<file path="src/verilog/socket_state_consts.svh">
// Offsets, field positions and reset values of the socket status block
`ifndef SOCKET_STATE_CONSTS_SVH
`define SOCKET_STATE_CONSTS_SVH
`define OFF_EVENT 8'h00
`define OFF_STATE 8'h08
`define OFF_FORCE 8'h0C
`define B_CAP_Y 31
`define B_CAP_X 30
`define B_CAP_LOW 29
`define B_CAP_HIGH 28
`define B_CVSTEST 14
`define B_CARD_HI 13
`define B_CARD_LO 10
`define B_BADV 9
`define B_LOST 8
`define B_NOTCARD 7
`define B_IRQ 6
`define B_WIDE 5
`define B_NARROW 4
`define B_PWR 3
`define B_DET2 2
`define B_DET1 1
`define B_STS 0
`define EV_W 4
`define LINE_IRQ 0
`define LINE_DET1 1
`define LINE_DET2 2
`define LINE_STS 3
`define LINE_N 4
// Detect lines idle high with no card; the others idle low
`define LINE_IDLE 4'h6
`define CARD_V_RST 4'h0
`define EV_RST 4'h0
`define WORD_ZERO 32'h00000000
`endif

</file>
<file path="src/verilog/socket_state_pkg.sv">
// Types shared by the socket status block
package socket_state_pkg;
  typedef enum logic [0:0] {
    PROBE_IDLE = 1'b0,
    PROBE_BUSY = 1'b1
  } probe_state_t;
endpackage : socket_state_pkg

</file>
<file path="src/verilog/socket_present_state.sv">
// Socket present-state register with force-event writes and socket event flags
`timescale 1ns/1ps
`include "socket_state_consts.svh"
module socket_present_state #(
  parameter int SYNC_STAGES = 2
) (
  input wire logic clk,
  input wire logic rstn,
  input wire logic host_bus_reset_n,
  input wire logic pme_enable,
  input wire logic high_volt_disable,
  input wire logic [7:0] addr,
  input wire logic [31:0] wdata,
  input wire logic wr,
  input wire logic rd,
  output logic [31:0] rdata,
  input wire logic card_irq_pin,
  input wire logic detect_one_pin,
  input wire logic detect_two_pin,
  input wire logic card_status_pin,
  input wire logic socket_power_good,
  input wire logic supply_req,
  input wire logic supply_req_invalid,
  input wire logic removal_loss,
  input wire logic probe_done,
  input wire logic probe_wide,
  input wire logic probe_narrow,
  input wire logic probe_unknown,
  input wire logic [3:0] probe_volt,
  output logic probe_start,
  output logic power_ctrl_disable,
  output logic [3:0] event_flags
);

  // Two flops are the least that lets a metastable sample settle
  if (SYNC_STAGES < 2) begin : g_bad_sync
    $error("SYNC_STAGES must be at least 2");
  end

  // Chains start at the idle levels so reset release shows no false insertion
  localparam logic [`LINE_N-1:0] LINE_IDLE_LEVELS = `LINE_IDLE;

  socket_state_pkg::probe_state_t state;

  logic [`LINE_N-1:0] pins;
  logic [`LINE_N-1:0] synced;
  logic ctx_clr;
  logic wr_force;
  logic wr_event;
  logic card_in;
  logic card_in_q;
  logic start_probe;
  logic sts_event;
  logic [`EV_W-1:0] ev_set;

  logic sock_cap_future_y;
  logic sock_cap_future_x;
  logic sock_cap_low_volt;
  logic sock_cap_high_volt;
  logic [3:0] card_sup;
  logic invalid_supply_request;
  logic removal_loss_flag;
  logic unrecognized_card_flag;
  logic card_irq_level;
  logic wide_card_present;
  logic narrow_card_present;
  logic socket_powered;
  logic detect_two_level;
  logic detect_one_level;
  logic card_status_level;
  logic [31:0] state_word;

  assign pins[`LINE_IRQ] = card_irq_pin;
  assign pins[`LINE_DET1] = detect_one_pin;
  assign pins[`LINE_DET2] = detect_two_pin;
  assign pins[`LINE_STS] = card_status_pin;

  genvar gi;
  generate
    for (gi = 0; gi < `LINE_N; gi = gi + 1) begin : g_sync
      logic [SYNC_STAGES-1:0] chain;
      always_ff @(posedge clk or negedge rstn) begin
        if (!rstn) begin
          chain <= {SYNC_STAGES{LINE_IDLE_LEVELS[gi]}};
        end else begin
          chain <= {chain[SYNC_STAGES-2:0], pins[gi]};
        end
      end
      assign synced[gi] = chain[SYNC_STAGES-1];
    end
  endgenerate

  // host reset clears context only without power management
  assign ctx_clr = !host_bus_reset_n && !pme_enable;
  // only event and force offsets accept writes
  assign wr_force = wr && (addr == `OFF_FORCE);
  assign wr_event = wr && (addr == `OFF_EVENT);
  assign card_in = !synced[`LINE_DET1] && !synced[`LINE_DET2];
  assign start_probe = (state == socket_state_pkg::PROBE_IDLE) &&
                       ((card_in && !card_in_q) || (wr_force && wdata[`B_CVSTEST]));

  always_ff @(posedge clk or negedge rstn) begin
    if (!rstn) begin
      card_in_q <= 1'b0;
    end else begin
      card_in_q <= card_in;
    end
  end

  // Interrogation sequencer; results come from the identification logic
  always_ff @(posedge clk or negedge rstn) begin
    if (!rstn) begin
      state <= socket_state_pkg::PROBE_IDLE;
      probe_start <= 1'b0;
    end else begin
      probe_start <= start_probe;
      unique case (state)
        socket_state_pkg::PROBE_IDLE: begin
          if (start_probe) begin
            state <= socket_state_pkg::PROBE_BUSY;
          end
        end
        socket_state_pkg::PROBE_BUSY: begin
          if (probe_done) begin
            state <= socket_state_pkg::PROBE_IDLE;
          end
        end
      endcase
    end
  end

  // overrides stick until reset; writes of 0 do not undo them
  always_ff @(posedge clk or negedge rstn) begin
    if (!rstn) begin
      sock_cap_future_y <= 1'b0;
      sock_cap_future_x <= 1'b0;
      sock_cap_low_volt <= 1'b1;
    end else if (wr_force) begin
      sock_cap_future_y <= sock_cap_future_y | wdata[`B_CAP_Y];
      sock_cap_future_x <= sock_cap_future_x | wdata[`B_CAP_X];
      sock_cap_low_volt <= sock_cap_low_volt & ~wdata[`B_CAP_LOW];
    end
  end

  always_ff @(posedge clk or negedge rstn) begin
    if (!rstn) begin
      sock_cap_high_volt <= 1'b1;
    end else begin
      sock_cap_high_volt <= !high_volt_disable;
    end
  end

  // card fields: interrogation result or forced write
  always_ff @(posedge clk or negedge rstn) begin
    if (!rstn) begin
      card_sup <= `CARD_V_RST;
      wide_card_present <= 1'b0;
      narrow_card_present <= 1'b0;
    end else if (ctx_clr) begin
      card_sup <= `CARD_V_RST;
      wide_card_present <= 1'b0;
      narrow_card_present <= 1'b0;
    end else if (wr_force) begin
      card_sup <= wdata[`B_CARD_HI:`B_CARD_LO];
      wide_card_present <= wdata[`B_WIDE];
      narrow_card_present <= wdata[`B_NARROW];
    end else if (state == socket_state_pkg::PROBE_BUSY && probe_done && !probe_unknown) begin
      card_sup <= probe_volt;
      wide_card_present <= probe_wide;
      narrow_card_present <= probe_narrow;
    end
  end

  // Forcing a voltage holds power control off until a forced write with the B_CVSTEST bit set
  always_ff @(posedge clk or negedge rstn) begin
    if (!rstn) begin
      power_ctrl_disable <= 1'b0;
    end else if (wr_force && wdata[`B_CVSTEST]) begin
      power_ctrl_disable <= 1'b0;
    end else if (wr_force && (|wdata[`B_CARD_HI:`B_CARD_LO])) begin
      power_ctrl_disable <= 1'b1;
    end
  end

  always_ff @(posedge clk or negedge rstn) begin
    if (!rstn) begin
      invalid_supply_request <= 1'b0;
    end else if (ctx_clr) begin
      invalid_supply_request <= 1'b0;
    end else if (wr_force) begin
      invalid_supply_request <= wdata[`B_BADV];
    end else if (supply_req) begin
      invalid_supply_request <= supply_req_invalid;
    end
  end

  // loss flag; the next interrogation starts a clean slate
  always_ff @(posedge clk or negedge rstn) begin
    if (!rstn) begin
      removal_loss_flag <= 1'b0;
    end else if (ctx_clr) begin
      removal_loss_flag <= 1'b0;
    end else if (wr_force) begin
      removal_loss_flag <= wdata[`B_LOST];
    end else if (removal_loss) begin
      removal_loss_flag <= 1'b1;
    end else if (start_probe) begin
      removal_loss_flag <= 1'b0;
    end
  end

  // unknown card flag, cleared by a valid card probe or a context clear, loaded by a forced write
  always_ff @(posedge clk or negedge rstn) begin
    if (!rstn) begin
      unrecognized_card_flag <= 1'b0;
    end else if (ctx_clr) begin
      unrecognized_card_flag <= 1'b0;
    end else if (wr_force) begin
      unrecognized_card_flag <= wdata[`B_NOTCARD];
    end else if (state == socket_state_pkg::PROBE_BUSY && probe_done) begin
      unrecognized_card_flag <= probe_unknown;
    end
  end

  always_ff @(posedge clk or negedge rstn) begin
    if (!rstn) begin
      socket_powered <= 1'b0;
    end else if (ctx_clr) begin
      socket_powered <= 1'b0;
    end else begin
      socket_powered <= socket_power_good;
    end
  end

  always_ff @(posedge clk or negedge rstn) begin
    if (!rstn) begin
      card_irq_level <= 1'b0;
      card_status_level <= 1'b0;
    end else begin
      card_irq_level <= synced[`LINE_IRQ];
      card_status_level <= synced[`LINE_STS];
    end
  end

  // detect levels frozen while a card is identified
  always_ff @(posedge clk or negedge rstn) begin
    if (!rstn) begin
      detect_one_level <= LINE_IDLE_LEVELS[`LINE_DET1];
      detect_two_level <= LINE_IDLE_LEVELS[`LINE_DET2];
    end else if (ctx_clr) begin
      detect_one_level <= 1'b0;
      detect_two_level <= 1'b0;
    end else if (state == socket_state_pkg::PROBE_IDLE) begin
      detect_one_level <= synced[`LINE_DET1];
      detect_two_level <= synced[`LINE_DET2];
    end
  end

  // wide cards flag rising edges only, others both edges
  assign sts_event = wide_card_present ? (synced[`LINE_STS] && !card_status_level)
                                       : (synced[`LINE_STS] != card_status_level);

  // change of power, detect or status bits, or a forced write, sets the event flags
  always_comb begin
    ev_set = `EV_RST;
    ev_set[`B_PWR] = socket_powered != socket_power_good;
    ev_set[`B_DET2] = (state == socket_state_pkg::PROBE_IDLE) &&
                      (detect_two_level != synced[`LINE_DET2]);
    ev_set[`B_DET1] = (state == socket_state_pkg::PROBE_IDLE) &&
                      (detect_one_level != synced[`LINE_DET1]);
    ev_set[`B_STS] = sts_event;
    if (wr_force) begin
      ev_set = ev_set | wdata[`EV_W-1:0];
    end
  end

  // A set in the clearing cycle wins over the write-one clear
  always_ff @(posedge clk or negedge rstn) begin
    if (!rstn) begin
      event_flags <= `EV_RST;
    end else if (ctx_clr) begin
      event_flags <= `EV_RST;
    end else if (wr_event) begin
      event_flags <= (event_flags & ~wdata[`EV_W-1:0]) | ev_set;
    end else begin
      event_flags <= event_flags | ev_set;
    end
  end

  // status word assembly; unnamed bits stay zero
  always_comb begin
    state_word = `WORD_ZERO;
    state_word[`B_CAP_Y] = sock_cap_future_y;
    state_word[`B_CAP_X] = sock_cap_future_x;
    state_word[`B_CAP_LOW] = sock_cap_low_volt;
    state_word[`B_CAP_HIGH] = sock_cap_high_volt;
    state_word[`B_CARD_HI:`B_CARD_LO] = card_sup;
    state_word[`B_BADV] = invalid_supply_request;
    state_word[`B_LOST] = removal_loss_flag;
    state_word[`B_NOTCARD] = unrecognized_card_flag;
    state_word[`B_IRQ] = card_irq_level;
    state_word[`B_WIDE] = wide_card_present;
    state_word[`B_NARROW] = narrow_card_present;
    state_word[`B_PWR] = socket_powered;
    state_word[`B_DET2] = detect_two_level;
    state_word[`B_DET1] = detect_one_level;
    state_word[`B_STS] = card_status_level;
  end

  // Read data stand only in the cycle after the strobe
  always_ff @(posedge clk or negedge rstn) begin
    if (!rstn) begin
      rdata <= `WORD_ZERO;
    end else if (rd) begin
      if (addr == `OFF_STATE) begin
        rdata <= state_word;
      end else if (addr == `OFF_EVENT) begin
        rdata <= {{(32-`EV_W){1'b0}}, event_flags};
      end else begin
        rdata <= `WORD_ZERO;
      end
    end else begin
      rdata <= `WORD_ZERO;
    end
  end

endmodule : socket_present_state

</file>
<file path="config.mk">
export PLATFORM = sky130hd
export DESIGN_NAME = socket_present_state
export DESIGN_NICKNAME = d
export VERILOG_FILES = /design/src/verilog/socket_state_pkg.sv /design/src/verilog/socket_present_state.sv
export VERILOG_INCLUDE_DIRS = /design/src /design/src/verilog
export SDC_FILE = /design/constraint.sdc
export NUM_CORES = 1
export LEC_CHECK = 0
export BUFFER_PORTS_ARGS = -buffer_cell sky130_fd_sc_hd__buf_2
export CORE_ASPECT_RATIO = 1.1
export CORE_MARGIN = 2
export CORE_UTILIZATION = 35
export CTS_CLUSTER_SIZE = 14
export DETAILED_ROUTE_END_ITERATION = 16
export GPL_TIMING_DRIVEN = 0
export PLACE_DENSITY = 0.71
export SYNTH_ARGS = -nofsm -noshare
export SYNTH_HDL_FRONTEND = slang
export SYNTH_SLANG_ARGS = --single-unit
</file>
<file path="constraint.sdc">
create_clock -name clk -period 1.9 [get_ports clk]
set_input_delay 0.095 -clock clk [delete_from_list [all_inputs] [get_ports clk]]
set_output_delay 0.095 -clock clk [all_outputs]
set_load 0.05 [all_outputs]
</file>
# ---- Word-level counts from Yosys, hierarchy flattened
# Index checks and enable logic that the tools add are counted.
dict set report op_classes {
  n_addsub 0
  eq_ne 7
  n_mux 36
  mul 0
  reduce_logical 29
  div 0
  n_lt_le_gt_ge 0
  n_bitwise 10
  n_shift 0
}
# operator count
set op_table {}
lappend op_table {{$mux 32} 2}
lappend op_table {{$mux 4} 7}
lappend op_table {{$mux 1} 26}
lappend op_table {{$eq 8x4->1 const B} 2}
lappend op_table {{$logic_and 1x1->1} 13}
lappend op_table {{$or 4x4->4} 3}
lappend op_table {{$reduce_bool 3->1} 3}
lappend op_table {{$logic_not 1->1} 8}
lappend op_table {{$logic_not 8->1} 1}
lappend op_table {{$and 4x4->4} 1}
lappend op_table {{$ne 1x1->1} 4}
lappend op_table {{$not 4->4} 1}
lappend op_table {{$reduce_bool 4->1} 1}
lappend op_table {{$reduce_or 4->1} 1}
lappend op_table {{$ne 2x1->1 const B} 1}
lappend op_table {{$not 1->1} 2}
lappend op_table {{$or 1x1->1} 2}
lappend op_table {{$pmux 1 s2} 1}
lappend op_table {{$reduce_bool 2->1} 1}
lappend op_table {{$and 1x1->1} 1}
lappend op_table {{$logic_or 1x1->1} 1}
dict set report word_totals {
  ram_bits 0
  word_cells 107
  reg_bits 66
  mem_count 0
  latch_bits 0
  in_bits 63
  rom_bits 0
}

# ---- Depth between registers and ports, before layout
# Gate-level depths: netlist (run 1).
dict set report depth {
  word_depth 9
  ltp_mapped 5
  mapped_depth_nobuf 5
}

# ---- Worst setup path after synthesis (run 1)
# No wires, ideal clock.
dict set report synth_timing {
  path_kind {input to register}
  startpoint {input addr[1]}
  endpoint {register rdata[28]}
  setup_ps 66
  required_ps 1834
  n_path_buf 2
  t_arrival_ps 1383
  setup_slack_ps 451
  path_stages 5
  cell_sequence {or4_4 buf_6 nor4_4 buf_6 and2_1}
}
dict set report synth_via {
  elab_chain_cells 3
}
# element line
set synth_lines {}
lappend synth_lines {{from (decl)} socket_present_state.sv:12} ;# input wire logic [7:0] addr,
lappend synth_lines {{$eq 8x4->1 (no source line)} n/a}
lappend synth_lines {{$mux 32} socket_present_state.sv:315} ;# if (addr == `OFF_STATE) begin
lappend synth_lines {{$mux 32} socket_present_state.sv:314} ;# end else if (rd) begin
lappend synth_lines {{to (signal assigned)} socket_present_state.sv:313} ;# rdata <= `WORD_ZERO;
lappend synth_lines {{to (signal assigned)} socket_present_state.sv:316} ;# rdata <= state_word;
lappend synth_lines {{to (signal assigned)} socket_present_state.sv:318} ;# rdata <= {{(32-`EV_W){1'b0}}, event_flags};
lappend synth_lines {{to (decl)} socket_present_state.sv:16} ;# output logic [31:0] rdata,
# No other way between the ends.
# A chain may end at the register's enable or synchronous reset.

# ---- Final worst setup path (run 1)
dict set report layout_timing {
  startpoint {input addr[1]}
  endpoint {register card_sup[0]}
}
dict set report layout_via {
  elab_chain_cells 4
}
# element line
set layout_lines {}
lappend layout_lines {{$eq 8x4->1 (no source line) *} n/a}
lappend layout_lines {{$logic_and 1x1->1 *} socket_present_state.sv:96} ;# assign wr_force = wr && (addr == `OFF_FORCE);
lappend layout_lines {{$mux 4} socket_present_state.sv:163} ;# end else if (wr_force) begin
lappend layout_lines {{$mux 4} socket_present_state.sv:159} ;# end else if (ctx_clr) begin
lappend layout_lines {{to (signal assigned)} socket_present_state.sv:160} ;# card_sup <= `CARD_V_RST;
lappend layout_lines {{to (signal assigned)} socket_present_state.sv:164} ;# card_sup <= wdata[`B_CARD_HI:`B_CARD_LO];
lappend layout_lines {{to (signal assigned)} socket_present_state.sv:168} ;# card_sup <= probe_volt;
lappend layout_lines {{to (decl)} socket_present_state.sv:60} ;# logic [3:0] card_sup;
# Every way passes the cells marked *; elsewhere a longest branch is shown, timed or not.

==> results of run 1 <==
[power by group through the flow]
stage | registers (mW) | logic (mW) | clock network, mW
floorplan | 1.36 | 0.257 | 0
global placement | 1.28 | 0.480 | 0
detailed placement | 1.28 | 0.491 | 0
CTS | 1.26 | 0.504 | 0.653
global route | 1.27 | 0.547 | 0.705
finish | 1.26 | 0.504 | 0.624
[timing repair]
action                                  4_1_cts  5_1_grt
endpoints found under the setup margin        0        0
buffers inserted                              0        0
hold buffers                                  7        1
endpoints found under the hold margin         7        1
[layout by cell type, fill, tap and decap left out, types with 3 or more instances in the layout]
cell           instances
a211oi_1               8
a21oi_1                4
a22o_1                 4
a31oi_1                3
and2_1                14
buf_2                 71
buf_4                 14
clkbuf_1               9
clkbuf_8               6
conb_1                14
dfrtp_1               44
dfstp_2                8
dlygate4sd3_1          8
inv_1                  4
mux2i_1                9
nand3b_1               5
nand4_1                4
nor2_1                 6
nor4_1                13
o31ai_1                4
xor2_1                 3
[area by class of cell]
cell class / instances / share of cell area
well taps: 80 / 0.03472
flip-flops and latches: 52 / 0.4549
inverters: 4 / 0.005208
plain buffers: 23 / 0.05339
repair buffers: 79 / 0.1510
clock buffers: 8 / 0.03125
multi-input cells: 116 / 0.2695
[registers in the layout, indices dropped and copies added (netlist names), 4 cells and up]
signal,count
card_sup,4
event_flags,4
g_sync.chain,8
rdata,18
[metal layers]
layer  share of wire  track usage  wire length (um)  vias to the layer above
met1            0.43       0.1760              2115                      804
li1                -            -                 -                      829
met4           0.012      0.05239                60                        0
met2            0.49       0.2468              2404                       69
met5               0            0                 0                        -
met3           0.073      0.03734               363                        7
[critical path: stages]
cell	delay (ns)
buf_2	0.10
nor4_1	0.97
nand3_2	0.39
a211oi_1	0.33
[worst min-delay path by stage]
stage | start | end | slack [ns] | depth (start not counted)
after floorplan | rstn | card_in_q$_DFF_PN0_ | -0.20 | 0
after global placement | detect_one_pin | g_sync[1].chain[0]$_DFF_PN1_ | 0.20 | 1
after detailed placement | detect_two_pin | g_sync[2].chain[0]$_DFF_PN1_ | 0.20 | 1
after CTS | wdata[31] | sock_cap_future_y$_DFFE_PN0N_ | 0.002 | 2
after global routing | socket_power_good | socket_powered$_DFF_PN0_ | 0.05 | 2
final | rstn | rdata[8]$_DFF_PN0_ | 0.004 | 1
[kinds of logic (layout without fill, tap and decap cells)]
logic type / Yosys count / count (layout) / share of synthesized area
AND/OR/NAND/NOR: 59 / 59 / 0.1705
flip-flops: 52 / 52 / 0.5938
AO/OA/AOI/OAI: 30 / 30 / 0.09915
buffers and inverters: 27 / 114 / 0.07649
multiplexers: 9 / 9 / 0.04079
XOR/XNOR: 3 / 3 / 0.01190
adder cells (fa/ha/maj): 1 / 1 / 0.005665
other: 1 / 14 / 0.001698
[metrics by stage]
stage	util	setup WS [ns]	cell area, um^2	power [mW]
2_1_floorplan	-	0.4511	2257	1.612
3_3_place_gp	0.4434	0.02628	2713	1.756
3_5_place_dp	0.4434	-0.04334	2713	1.773
4_1_cts	0.4695	0.2122	2873	2.418
5_1_grt	0.4712	0.06867	2883	2.523
6_report	0.4712	0.2165	2883	2.387
==> summary.md, run 1 <==
| Metric | Value |
|---|---|
| Status | finished clean |
| Mean post-synth cell area | 12.13 um^2 |
| Total global routing overflow | 0 |
| Crit-path max FO | 9 |
| Worst-path clk slew | 0.09 ns |
| Root Buffer | clkbuf_8 |
| Reg power frac | 0.527 |
| Worst hold margin | 0.003532 ns |
| Number of synthesized flops with an enable pin | 0 |
| RSZ-0062 raised after global routing | no |
| Worst EP arrival | ~1.9 ns |
| Syn Std Cell Area | 0.002208 mm^2 |
| Fin crit period | around 1.7 ns |
| Ys Warns | 0 |
| Core area | 0.006118 mm^2 |
| Number of I/O pins | 101 |
| Final Non-Filler Cells | 362 |
| I/O Buffers | around 70 |
| WL final | 4943 um |
| Fill cells | approximately 600 |
| VDD IR-drop max | between 0.4 and 0.5 mV |
| Setup crit start kind | input port |
| Number of placed instances, taps included | 346 |
| Starting Density | 0.3609 |
| Pwr dens | 827.9 mW/mm^2 |
| CTS sink cnt | 52 |
| Clock Path Buffers | 2 |
| CTS tree | built |
| Worst reg2reg endpoint | card_sup[0]$_DFFE_PN0P_ |
| Sequential fraction of the synthesis area | 0.5938 |
| CP startpoint | addr[1] |
| Remaining DRCs | 0 |
| Synth unique cells | 37 |
| Dominant synthesized flop cell | dfrtp_1 |
| Final Max Tran Viols | 0 |
| Gpl congestion | 0.8163 |
| Reg2Reg Launch Point | state$_DFF_PN0_ |
| Initial antenna violation count | 0 |
| Pin count of the biggest net entering global routing | 53 |
| Site Rows | 30 |
| Clock H-tree levels | 2 |
| Final hold violations | 0 |
| Final setup fails | 0 |
| Min-Delay Path Class | input port to asynchronous set/reset pin |
| Internal reg-to-reg setup slack | 0.24 ns |
| Register area | 0.001311 mm^2 |
| Leak pwr | 1.476 nW |
| Logic pwr share | 0.211 |
| Area grow syn2layout | 30.54% |
| Worst setup path end | card_sup[0]$_DFFE_PN0P_ |
| Nets | 345 |
| Multi-input gate area | between 700 and 800 um^2 |
| Crit. End Element | flop |
| Sw power | ~700 uW |
| Asr flop ratio synth | 1.000 |
| Drt pass-1 iters | 4 |
| TritonCTS Buffers | 5 |
| Share of layout cells above drive strength 1 | 0.3723 |
| Sw frac | 0.2948 |
| Routed len/inst | 13.65 um |
| Die height | 87.31 um |
| Kind of critical path | input port to flop |
| FF-to-FF path depth | 4 |
| All-Layer GR Usage | 0.1444 |
| Synth top area share | 0.4986 |
| First-pass GRT wire length | 7562 um |
| Vias per std cell | 4.721 |
| Final TNS setup | 0 ns |
| Top cells by area, synth | dfrtp_1 (50%), dfstp_2 (9.5%), buf_4 (4.8%) |
| Fin crit share | 0.8860 |
| Post-synth top area cell | dfrtp_1 |
| Post-Syn Instances | 182 |
| Count leader, synth | dfrtp_1 |
| Relative slew slack | 0.2214 |
| Highest clock rate | 0.5940 GHz |
| Flops & latches, synth | 52 |
| Vias in the first global route | 1639 |
| Top post-synthesis cells by count | dfrtp_1 (44), and2_1 (14), buf_4 (14), nor4_1 (13), mux2i_1 (9) |
| Resize count post-CTS | 0 |
| Cell-internal power | ~1.7 mW |
| CP Data Required Time | about 2.1 ns |
| Via count | 1709 |
| Die width | 79.74 um |
| Die area | 0.006962 mm^2 |
| DP Wirelength | about 3800 um |
| Worst clock skew | between 0.007 and 0.008 ns |
| Worst Tran Pin Value | 1.157 ns |
| DRT iter0 DRCs | 92 |
| Ant diodes | 0 |
| Max-Cap Viols | 0 |
| Clock Latency Late Sink | 0.30 ns |
| Routed Antenna Nets | 0 |
| Clock share of power | 0.261 |
Power figures use the tool's default switching activity.
==> inputs of run 2 (changes only) <==
--- a/config.mk
+++ b/config.mk
@@ -6,6 +6,7 @@
 export SDC_FILE = /design/constraint.sdc
 export NUM_CORES = 1
 export LEC_CHECK = 0
+export ABC_AREA = 1
 export BUFFER_PORTS_ARGS = -buffer_cell sky130_fd_sc_hd__buf_2
 export CORE_ASPECT_RATIO = 1.1
 export CORE_MARGIN = 2
@@ -13,7 +14,7 @@
 export CTS_CLUSTER_SIZE = 14
 export DETAILED_ROUTE_END_ITERATION = 16
 export GPL_TIMING_DRIVEN = 0
-export PLACE_DENSITY = 0.71
+export PLACE_DENSITY = 0.7
 export SYNTH_ARGS = -nofsm -noshare
 export SYNTH_HDL_FRONTEND = slang
 export SYNTH_SLANG_ARGS = --single-unit
==> run 2 against run 1 <==
Synthesized area increased by 4.7%. Via count is 10% higher. Clock-buffer cell count fell by 2. First-iteration DRC count is 38% higher. Final area rose by 4.0%. Sequential cell count stayed put.
==> summary.md, run 2 <==
| Metric | Value |
|---|---|
| Status | finished clean |
| Area grow syn2layout | 29.65% |
| Fin crit share | 0.6382 |
| Top cells by area, synth | dfrtp_1 (48%), dfstp_2 (9.1%), nand2_1 (8.0%) |
| Fill cells | roughly 650 |
| Flops & latches, synth | 52 |
| Internal reg-to-reg setup slack | 0.69 ns |
| Vias per std cell | 4.301 |
| Count leader, synth | nand2_1 |
| FF-to-FF path depth | 4 |
| Drt pass-1 iters | 4 |
| Nets | 419 |
| Initial antenna violation count | 0 |
| Pin count of the biggest net entering global routing | 53 |
| Core area | ~0.0065 mm^2 |
| Routed len/inst | 11.00 um |
| CTS tree | built |
| Die width | just over 80 um |
| Asr flop ratio synth | 1.000 |
| Worst Tran Pin Value | 1.124 ns |
| Reg2Reg Launch Point | state$_DFF_PN0_ |
| I/O Buffers | 71 |
| Top Registers | rdata: 18 flops, g_sync.chain: 8 flops |
| Clock Latency Late Sink | 0.30 ns |
| Final setup margin | around 0.69 ns |
| Fin crit period | 1.213 ns |
| Multi-input gate area | 730.7 um^2 |
| Total global routing overflow | 0 |
| Mean post-synth cell area | 9.068 um^2 |
| Routed Antenna Nets | 0 |
| Ant diodes | 0 |
| Worst-path clk slew | around 0.09 ns |
| Final hold violations | 0 |
| Commonest non-fill, non-tap cells in the layout | buf_2 (71), nand2_1 (49), inv_1 (44), dfrtp_1 (44), nand3_1 (26) |
| Crit. End Element | flop |
| Worst EP arrival | 1.41 ns |
| Post-Syn Instances | 255 |
| Number of I/O pins | about 100 |
| Gpl congestion | slightly below 0.8 |
| Remaining DRCs | 0 |
| CTS sink cnt | 52 |
| Synth unique cells | 25 |
| RSZ-0062 raised after global routing | no |
| Via count | roughly 1900 |
| TritonCTS Buffers | 5 |
| Synth top area share | 0.4762 |
| Highest clock rate | 0.8246 GHz |
| Kind of critical path | flop to flop |
| Die height | 89.25 um |
| Setup crit start kind | flop |
| GRT busiest layer | met2 |
| Min-Delay Path Class | input port to asynchronous set/reset pin |
| DRT iter0 DRCs | 127 |
| Post-CTS Setup Repair Bufs | 0 |
| Met1 Use GR | 0.1667 |
| Biggest register | rdata |
| Max FFs per register | 18 |
| Syn Std Cell Area | around 0.0023 mm^2 |
| Top post-synthesis cells by count | nand2_1 (49), dfrtp_1 (44), inv_1 (44), nand3_1 (26) |
| Worst slack at placement | just over 0.6 ns |
| WP buf/inv | 0 |
| Share of layout cells above drive strength 1 | 0.3511 |
| VDD IR-drop max | 0.2921 mV |
| Critical Path Max Stage Delay | 0.44 ns |
| Post-synth top area cell | dfrtp_1 |
| Dominant synthesized flop cell | dfrtp_1 |
| Ys Warns | 0 |
| Final TNS setup | 0 ns |
| Sequence of cells on the critical path | nand3_1, nand3_2, nand3_1, nand2_1 |
| WL final | 4819 um |
| Final Core Density | 0.4628 |
| DP Wirelength | about 3600 um |
| Relative slew slack | 0.2505 |
| Final setup fails | 0 |
| Crit-path most repeated cell | nand3_1 |
| Root Buffer | clkbuf_8 |
| CP Data Required Time | 2.09 ns |
| Vias in the first global route | 1705 |
| Crit path max-delay family | simple AND/OR/NAND/NOR gates |
| First-pass GRT wire length | 7693 um |
| M2 GR Usage | 0.2377 |
| Sequential fraction of the synthesis area | 0.5671 |
| Die area | between 0.007 and 0.008 mm^2 |
| Site Rows | 31 |
| Crit-path max FO | 7 |
| Clock Path Buffers | 2 |
| Leak pwr | 1.708 nW |
| Commonest non-fill, non-tap cell in the layout | buf_2 |
| Number of synthesized flops with an enable pin | 0 |
| Worst reg2reg endpoint | card_sup[1]$_DFFE_PN0P_ |
| Register area | 0.001311 mm^2 |
| Final Max Tran Viols | 0 |
| Worst hold margin | about 0.0090 ns |
| Clock H-tree levels | 2 |
| All-Layer GR Usage | 0.1399 |
| Worst clock skew | 0.003582 ns |
| Starting Density | 0.3570 |
| Pwr dens | 753.9 mW/mm^2 |
| Crit path max-delay cell type | dfrtp_1 |
| Met3 Use GR | 0.03737 |
| Max-Cap Viols | 0 |
[run 2: cell families after synthesis]
group | count (synthesis) | synth area share
AOI/OAI and AO/OA | 28 | 0.06818
xor gates and xnor gates | 3 | 0.01137
adders and majority gates | 1 | 0.005410
buffers and inverters | 65 | 0.1380
DFF | 52 | 0.5671
other | 1 | 0.001622
and+or+nand+nor | 105 | 0.2083
[run 2: per-stage QoR]
step / cell area, um^2 / std cells / total power [mW]
after global placement: 2819 / 421 / 1.636
after detailed placement: 2819 / 421 / 1.645
after floorplan: 2361 / 268 / 1.514
after CTS: 2998 / 438 / 2.290
final: 2998 / 438 / 2.260
after global routing: 2998 / 438 / 2.389
[run 2: area by class of cell]
| class | instances | area share |
|---|---|---|
| plain buffers | 17 | 0.04633 |
| clock buffers | 6 | 0.02421 |
| clock inverters | 2 | 0.005426 |
| inverters | 48 | 0.06010 |
| multi-input cells | 151 | 0.2437 |
| flip-flops and latches | 52 | 0.4374 |
| well taps | 82 | 0.03422 |
| repair buffers | 80 | 0.1486 |
[run 2: power breakdown]
group	internal (mW)	switching (mW)	total, mW
clock	0.263	0.362	0.624
sequential	1.18	0.0424	1.22
combinational	0.141	0.272	0.412
[run 2: what timing repair did]
| item | in CTS | in global routing |
|---|---|---|
| gates resized for setup | 0 | 0 |
| setup endpoints to repair | 0 | 0 |
| hold buffers | 9 | 0 |
| endpoints found under the hold margin | 9 | 0 |
[run 2: per-layer routing]
layer	wire length, um	vias up
li1	-	951
met5	0	-
met4	27	0
met2	2478	56
met1	1965	875
met3	348	2
[run 2: how the worst max path moves through the flow]
stage | from | endpoint | depth (start not counted)
after floorplan | g_sync[3].chain[1]$_DFF_PN0_ | event_flags[0]$_DFF_PN0_ | 6
after global placement | host_bus_reset_n | card_sup[0]$_DFFE_PN0P_ | 7
after detailed placement | addr[7] | event_flags[1]$_DFF_PN0_ | 7
after CTS | state$_DFF_PN0_ | card_sup[1]$_DFFE_PN0P_ | 4
after global routing | state$_DFF_PN0_ | card_sup[1]$_DFFE_PN0P_ | 4
final | state$_DFF_PN0_ | card_sup[1]$_DFFE_PN0P_ | 4
==> inputs of run 3 (changes only) <==
--- a/config.mk
+++ b/config.mk
@@ -14,7 +14,7 @@
 export CTS_CLUSTER_SIZE = 14
 export DETAILED_ROUTE_END_ITERATION = 16
 export GPL_TIMING_DRIVEN = 0
-export PLACE_DENSITY = 0.7
+export PLACE_DENSITY = 0.72
 export SYNTH_ARGS = -nofsm -noshare
 export SYNTH_HDL_FRONTEND = slang
 export SYNTH_SLANG_ARGS = --single-unit
==> constraint.sdc (replaced) <==
create_clock -name clk -period 0.99 [get_ports clk]
set_input_delay 0.0495 -clock clk [delete_from_list [all_inputs] [get_ports clk]]
set_output_delay 0.0495 -clock clk [all_outputs]
set_load 0.05 [all_outputs]
==> run 3 against run 2 <==
The run now ends with hold timing, setup timing left. Sequential cell count unchanged. Clock-buffer cell count shrank 1. Worst hold slack got worse by 0.069 ns. Register-to-register slack got worse by 0.84 ns. Total power rose by 110%. Highest routed layer unchanged. Largest power group unchanged. Non-clock buffer count is 6 higher. Critical endpoint is now event_flags[0]$_DFF_PN0_. Largest cell class unchanged. Global-route usage increased by 0.43 points. Via count grew 2.7%. Final cell count is 1.4% higher. Final area up 6.6%. Critical path depth up 2.
==> summary.md, run 3 (synthesized netlist as in run 2, its figures left out) <==
| Metric | Value |
|---|---|
| CP Data Required Time | 1.18 ns |
| Min-Delay Path Class | input port to asynchronous set/reset pin |
| Final setup margin | -0.1549 ns |
| Status | finished, violations left |
| Share of layout cells above drive strength 1 | 0.4006 |
| Final TNS setup | -0.2670 ns |
| Logic pwr share | 0.188 |
| Starting Density | 0.3570 |
| Biggest register | rdata |
| Vias in the first global route | 1733 |
| Gpl congestion | 0.7377 |
| Crit. End Element | flop |
| Highest clock rate | 0.8734 GHz |
| Via count | 1934 |
| Leak pwr | between 1.5 and 2 nW |
| RSZ-0062 raised after global routing | yes |
| FF-to-FF path depth | 6 |
| Nets | 425 |
| Initial antenna violation count | 0 |
| TritonCTS Buffers | 5 |
| Drt pass-1 iters | 4 |
| All-Layer GR Usage | 0.1442 |
| Multi-input gate area | 803.3 um^2 |
| Total global routing overflow | 0 |
| CTS tree | built |
| Pin count of the biggest net entering global routing | 53 |
| Worst-path clk slew | 0.10 ns |
| Register area | 0.001313 mm^2 |
| WL final | 4999 um |
| Core area | 0.006477 mm^2 |
| Clock H-tree levels | 2 |
| Area grow syn2layout | 38.26% |
| Max FFs per register | 18 |
| Die width | 81.50 um |
| Root Buffer | clkbuf_8 |
| Routed len/inst | 11.26 um |
| Pwr dens | around 1500 mW/mm^2 |
| Max-Cap Viols | 0 |
| Die area | 0.007273 mm^2 |
| Final Core Density | 0.4935 |
| Die height | 89.25 um |
| Worst setup path end | event_flags[0]$_DFF_PN0_ |
| Fill cells | 634 |
| Sw frac | 0.2872 |
| Fin crit share | 1.157 |
| Commonest non-fill, non-tap cell in the layout | buf_2 |
| Cell-internal power | 3.366 mW |
| Final hold violations | 44 |
| Crit-path max FO | 2 |
| VDD IR-drop max | 0.6813 mV |
| First-pass GRT wire length | between 7000 and 8000 um |
| DP Wirelength | between 3000 and 4000 um |
| Fin crit period | 1.145 ns |
| Final Total Pwr | 4.722 mW |
| Failing checks | hold timing, setup timing |
| Reg power frac | 0.498 |
| I/O Buffers | 71 |
| Finished Cell Area | 0.003197 mm^2 |
| Clock Latency Late Sink | 0.30 ns |
| Site Rows | 31 |
| Number of I/O pins | around 100 |
| DRT iter0 DRCs | 36 |
| Final Max Tran Viols | 0 |
| Remaining DRCs | 0 |
| Internal reg-to-reg setup slack | -0.15 ns |
| Clock share of power | 0.314 |
| Worst hold margin | -0.06030 ns |
| Routed wl met2 | 2484 um |
| Vias per std cell | around 4.4 |
| Final setup fails | 4 |
| Setup crit start kind | flop |
| Kind of critical path | flop to flop |
| Highest metal used | met4 |
| Reg2Reg Launch Point | g_sync[3].chain[1]$_DFF_PN0_ |
| Worst Tran Pin Value | 1.132 ns |
| Routed Antenna Nets | 0 |
| Met3 Routed Length | ~320 um |
| Relative slew slack | 0.2451 |
| Sw power | approximately 1.4 mW |
| Placed cell area | about 0.0028 mm^2 |
| Top Registers | rdata: 18 flops, g_sync.chain: 8 flops |
| Worst reg2reg endpoint | event_flags[0]$_DFF_PN0_ |
| CP startpoint | g_sync[3].chain[1]$_DFF_PN0_ |
| Clock Path Buffers | 2 |
| CTS sink cnt | 52 |
| M1 wire length | 2128 um |
| Commonest non-fill, non-tap cells in the layout | buf_2 (59), nand2_1 (48), dfrtp_1 (43), inv_1 (42), buf_4 (22) |
| Ant diodes | 0 |
| Worst EP arrival | 1.33 ns |
| Worst clock skew | 0.007010 ns |
-- run 3: changes by cell type in the layout (fill, tap and decap cells not counted), moves of 3 or more --
cell,delta
buf_2,-12
nand3_1,-5
buf_4,+8
nand3_2,+3
clkbuf_4,+4
buf_6,+4
-- run 3: power by group through the flow --
stage / registers, mW / logic, mW / clock network [mW]
after floorplan: 2.49 / 0.420 / 0
after global placement: 2.38 / 0.758 / 0
after detailed placement: 2.39 / 0.774 / 0
after CTS: 2.35 / 0.846 / 1.53
after global routing: 2.37 / 0.983 / 1.62
final: 2.35 / 0.888 / 1.48
-- run 3: per-stage QoR --
step / worst slack (ns) / std cells
3_5_place_dp: -0.3420 / 421
5_1_grt: -0.2238 / 444
4_1_cts: -0.1816 / 441
2_1_floorplan: -0.07574 / 268
3_3_place_gp: -0.3129 / 421
6_report: -0.1549 / 444
-- run 3: critical path, cell delays in order (launching register included) --
cell	delay (ns)
dfrtp_1	0.43
ha_4	0.29
nor2_2	0.03
a21oi_2	0.12
o21ai_2	0.06
inv_1	0.05
a21oi_1	0.05
-- run 3: metal layers --
layer  track usage  vias up
met5             0        -
met4       0.04622        0
met3       0.03131        7
met2        0.2556       63
met1        0.1740      898
li1              -      966
-- run 3: area by class of cell --
cell class,instances,area share
timing repair buffer,86,0.1691
clock buffer,5,0.02153
tap,82,0.03209
inverter,48,0.05753
multi-input combinational,151,0.2513
sequential,52,0.4106
clock inverter,3,0.01448
buffer,17,0.04344
-- run 3: how the worst min path moves through the flow --
| stage | to | start | cells after the start | slack (ns) |
|---|---|---|---|---|
| after global placement | g_sync[1].chain[0]$_DFF_PN1_ | detect_one_pin | 1 | 0.16 |
| final | rdata[3]$_DFF_PN0_ | rstn | 1 | -0.06 |
| after detailed placement | g_sync[2].chain[0]$_DFF_PN1_ | detect_two_pin | 1 | 0.16 |
| after floorplan | card_in_q$_DFF_PN0_ | rstn | 0 | -0.25 |
| after global routing | invalid_supply_request$_DFFE_PN0P_ | supply_req | 4 | 0.02 |
| after CTS | rdata[31]$_DFF_PN0_ | rstn | 1 | -0.0001 |
-- run 3: what timing repair did --
action / 4_1_cts / 5_1_grt
pin swaps: 2 / 5
gates resized for setup: 12 / 25
setup buffers: 1 / 3
endpoints found under the setup margin: 16 / 24
hold buffers: 11 / 0
hold endpoints to repair: 12 / 0
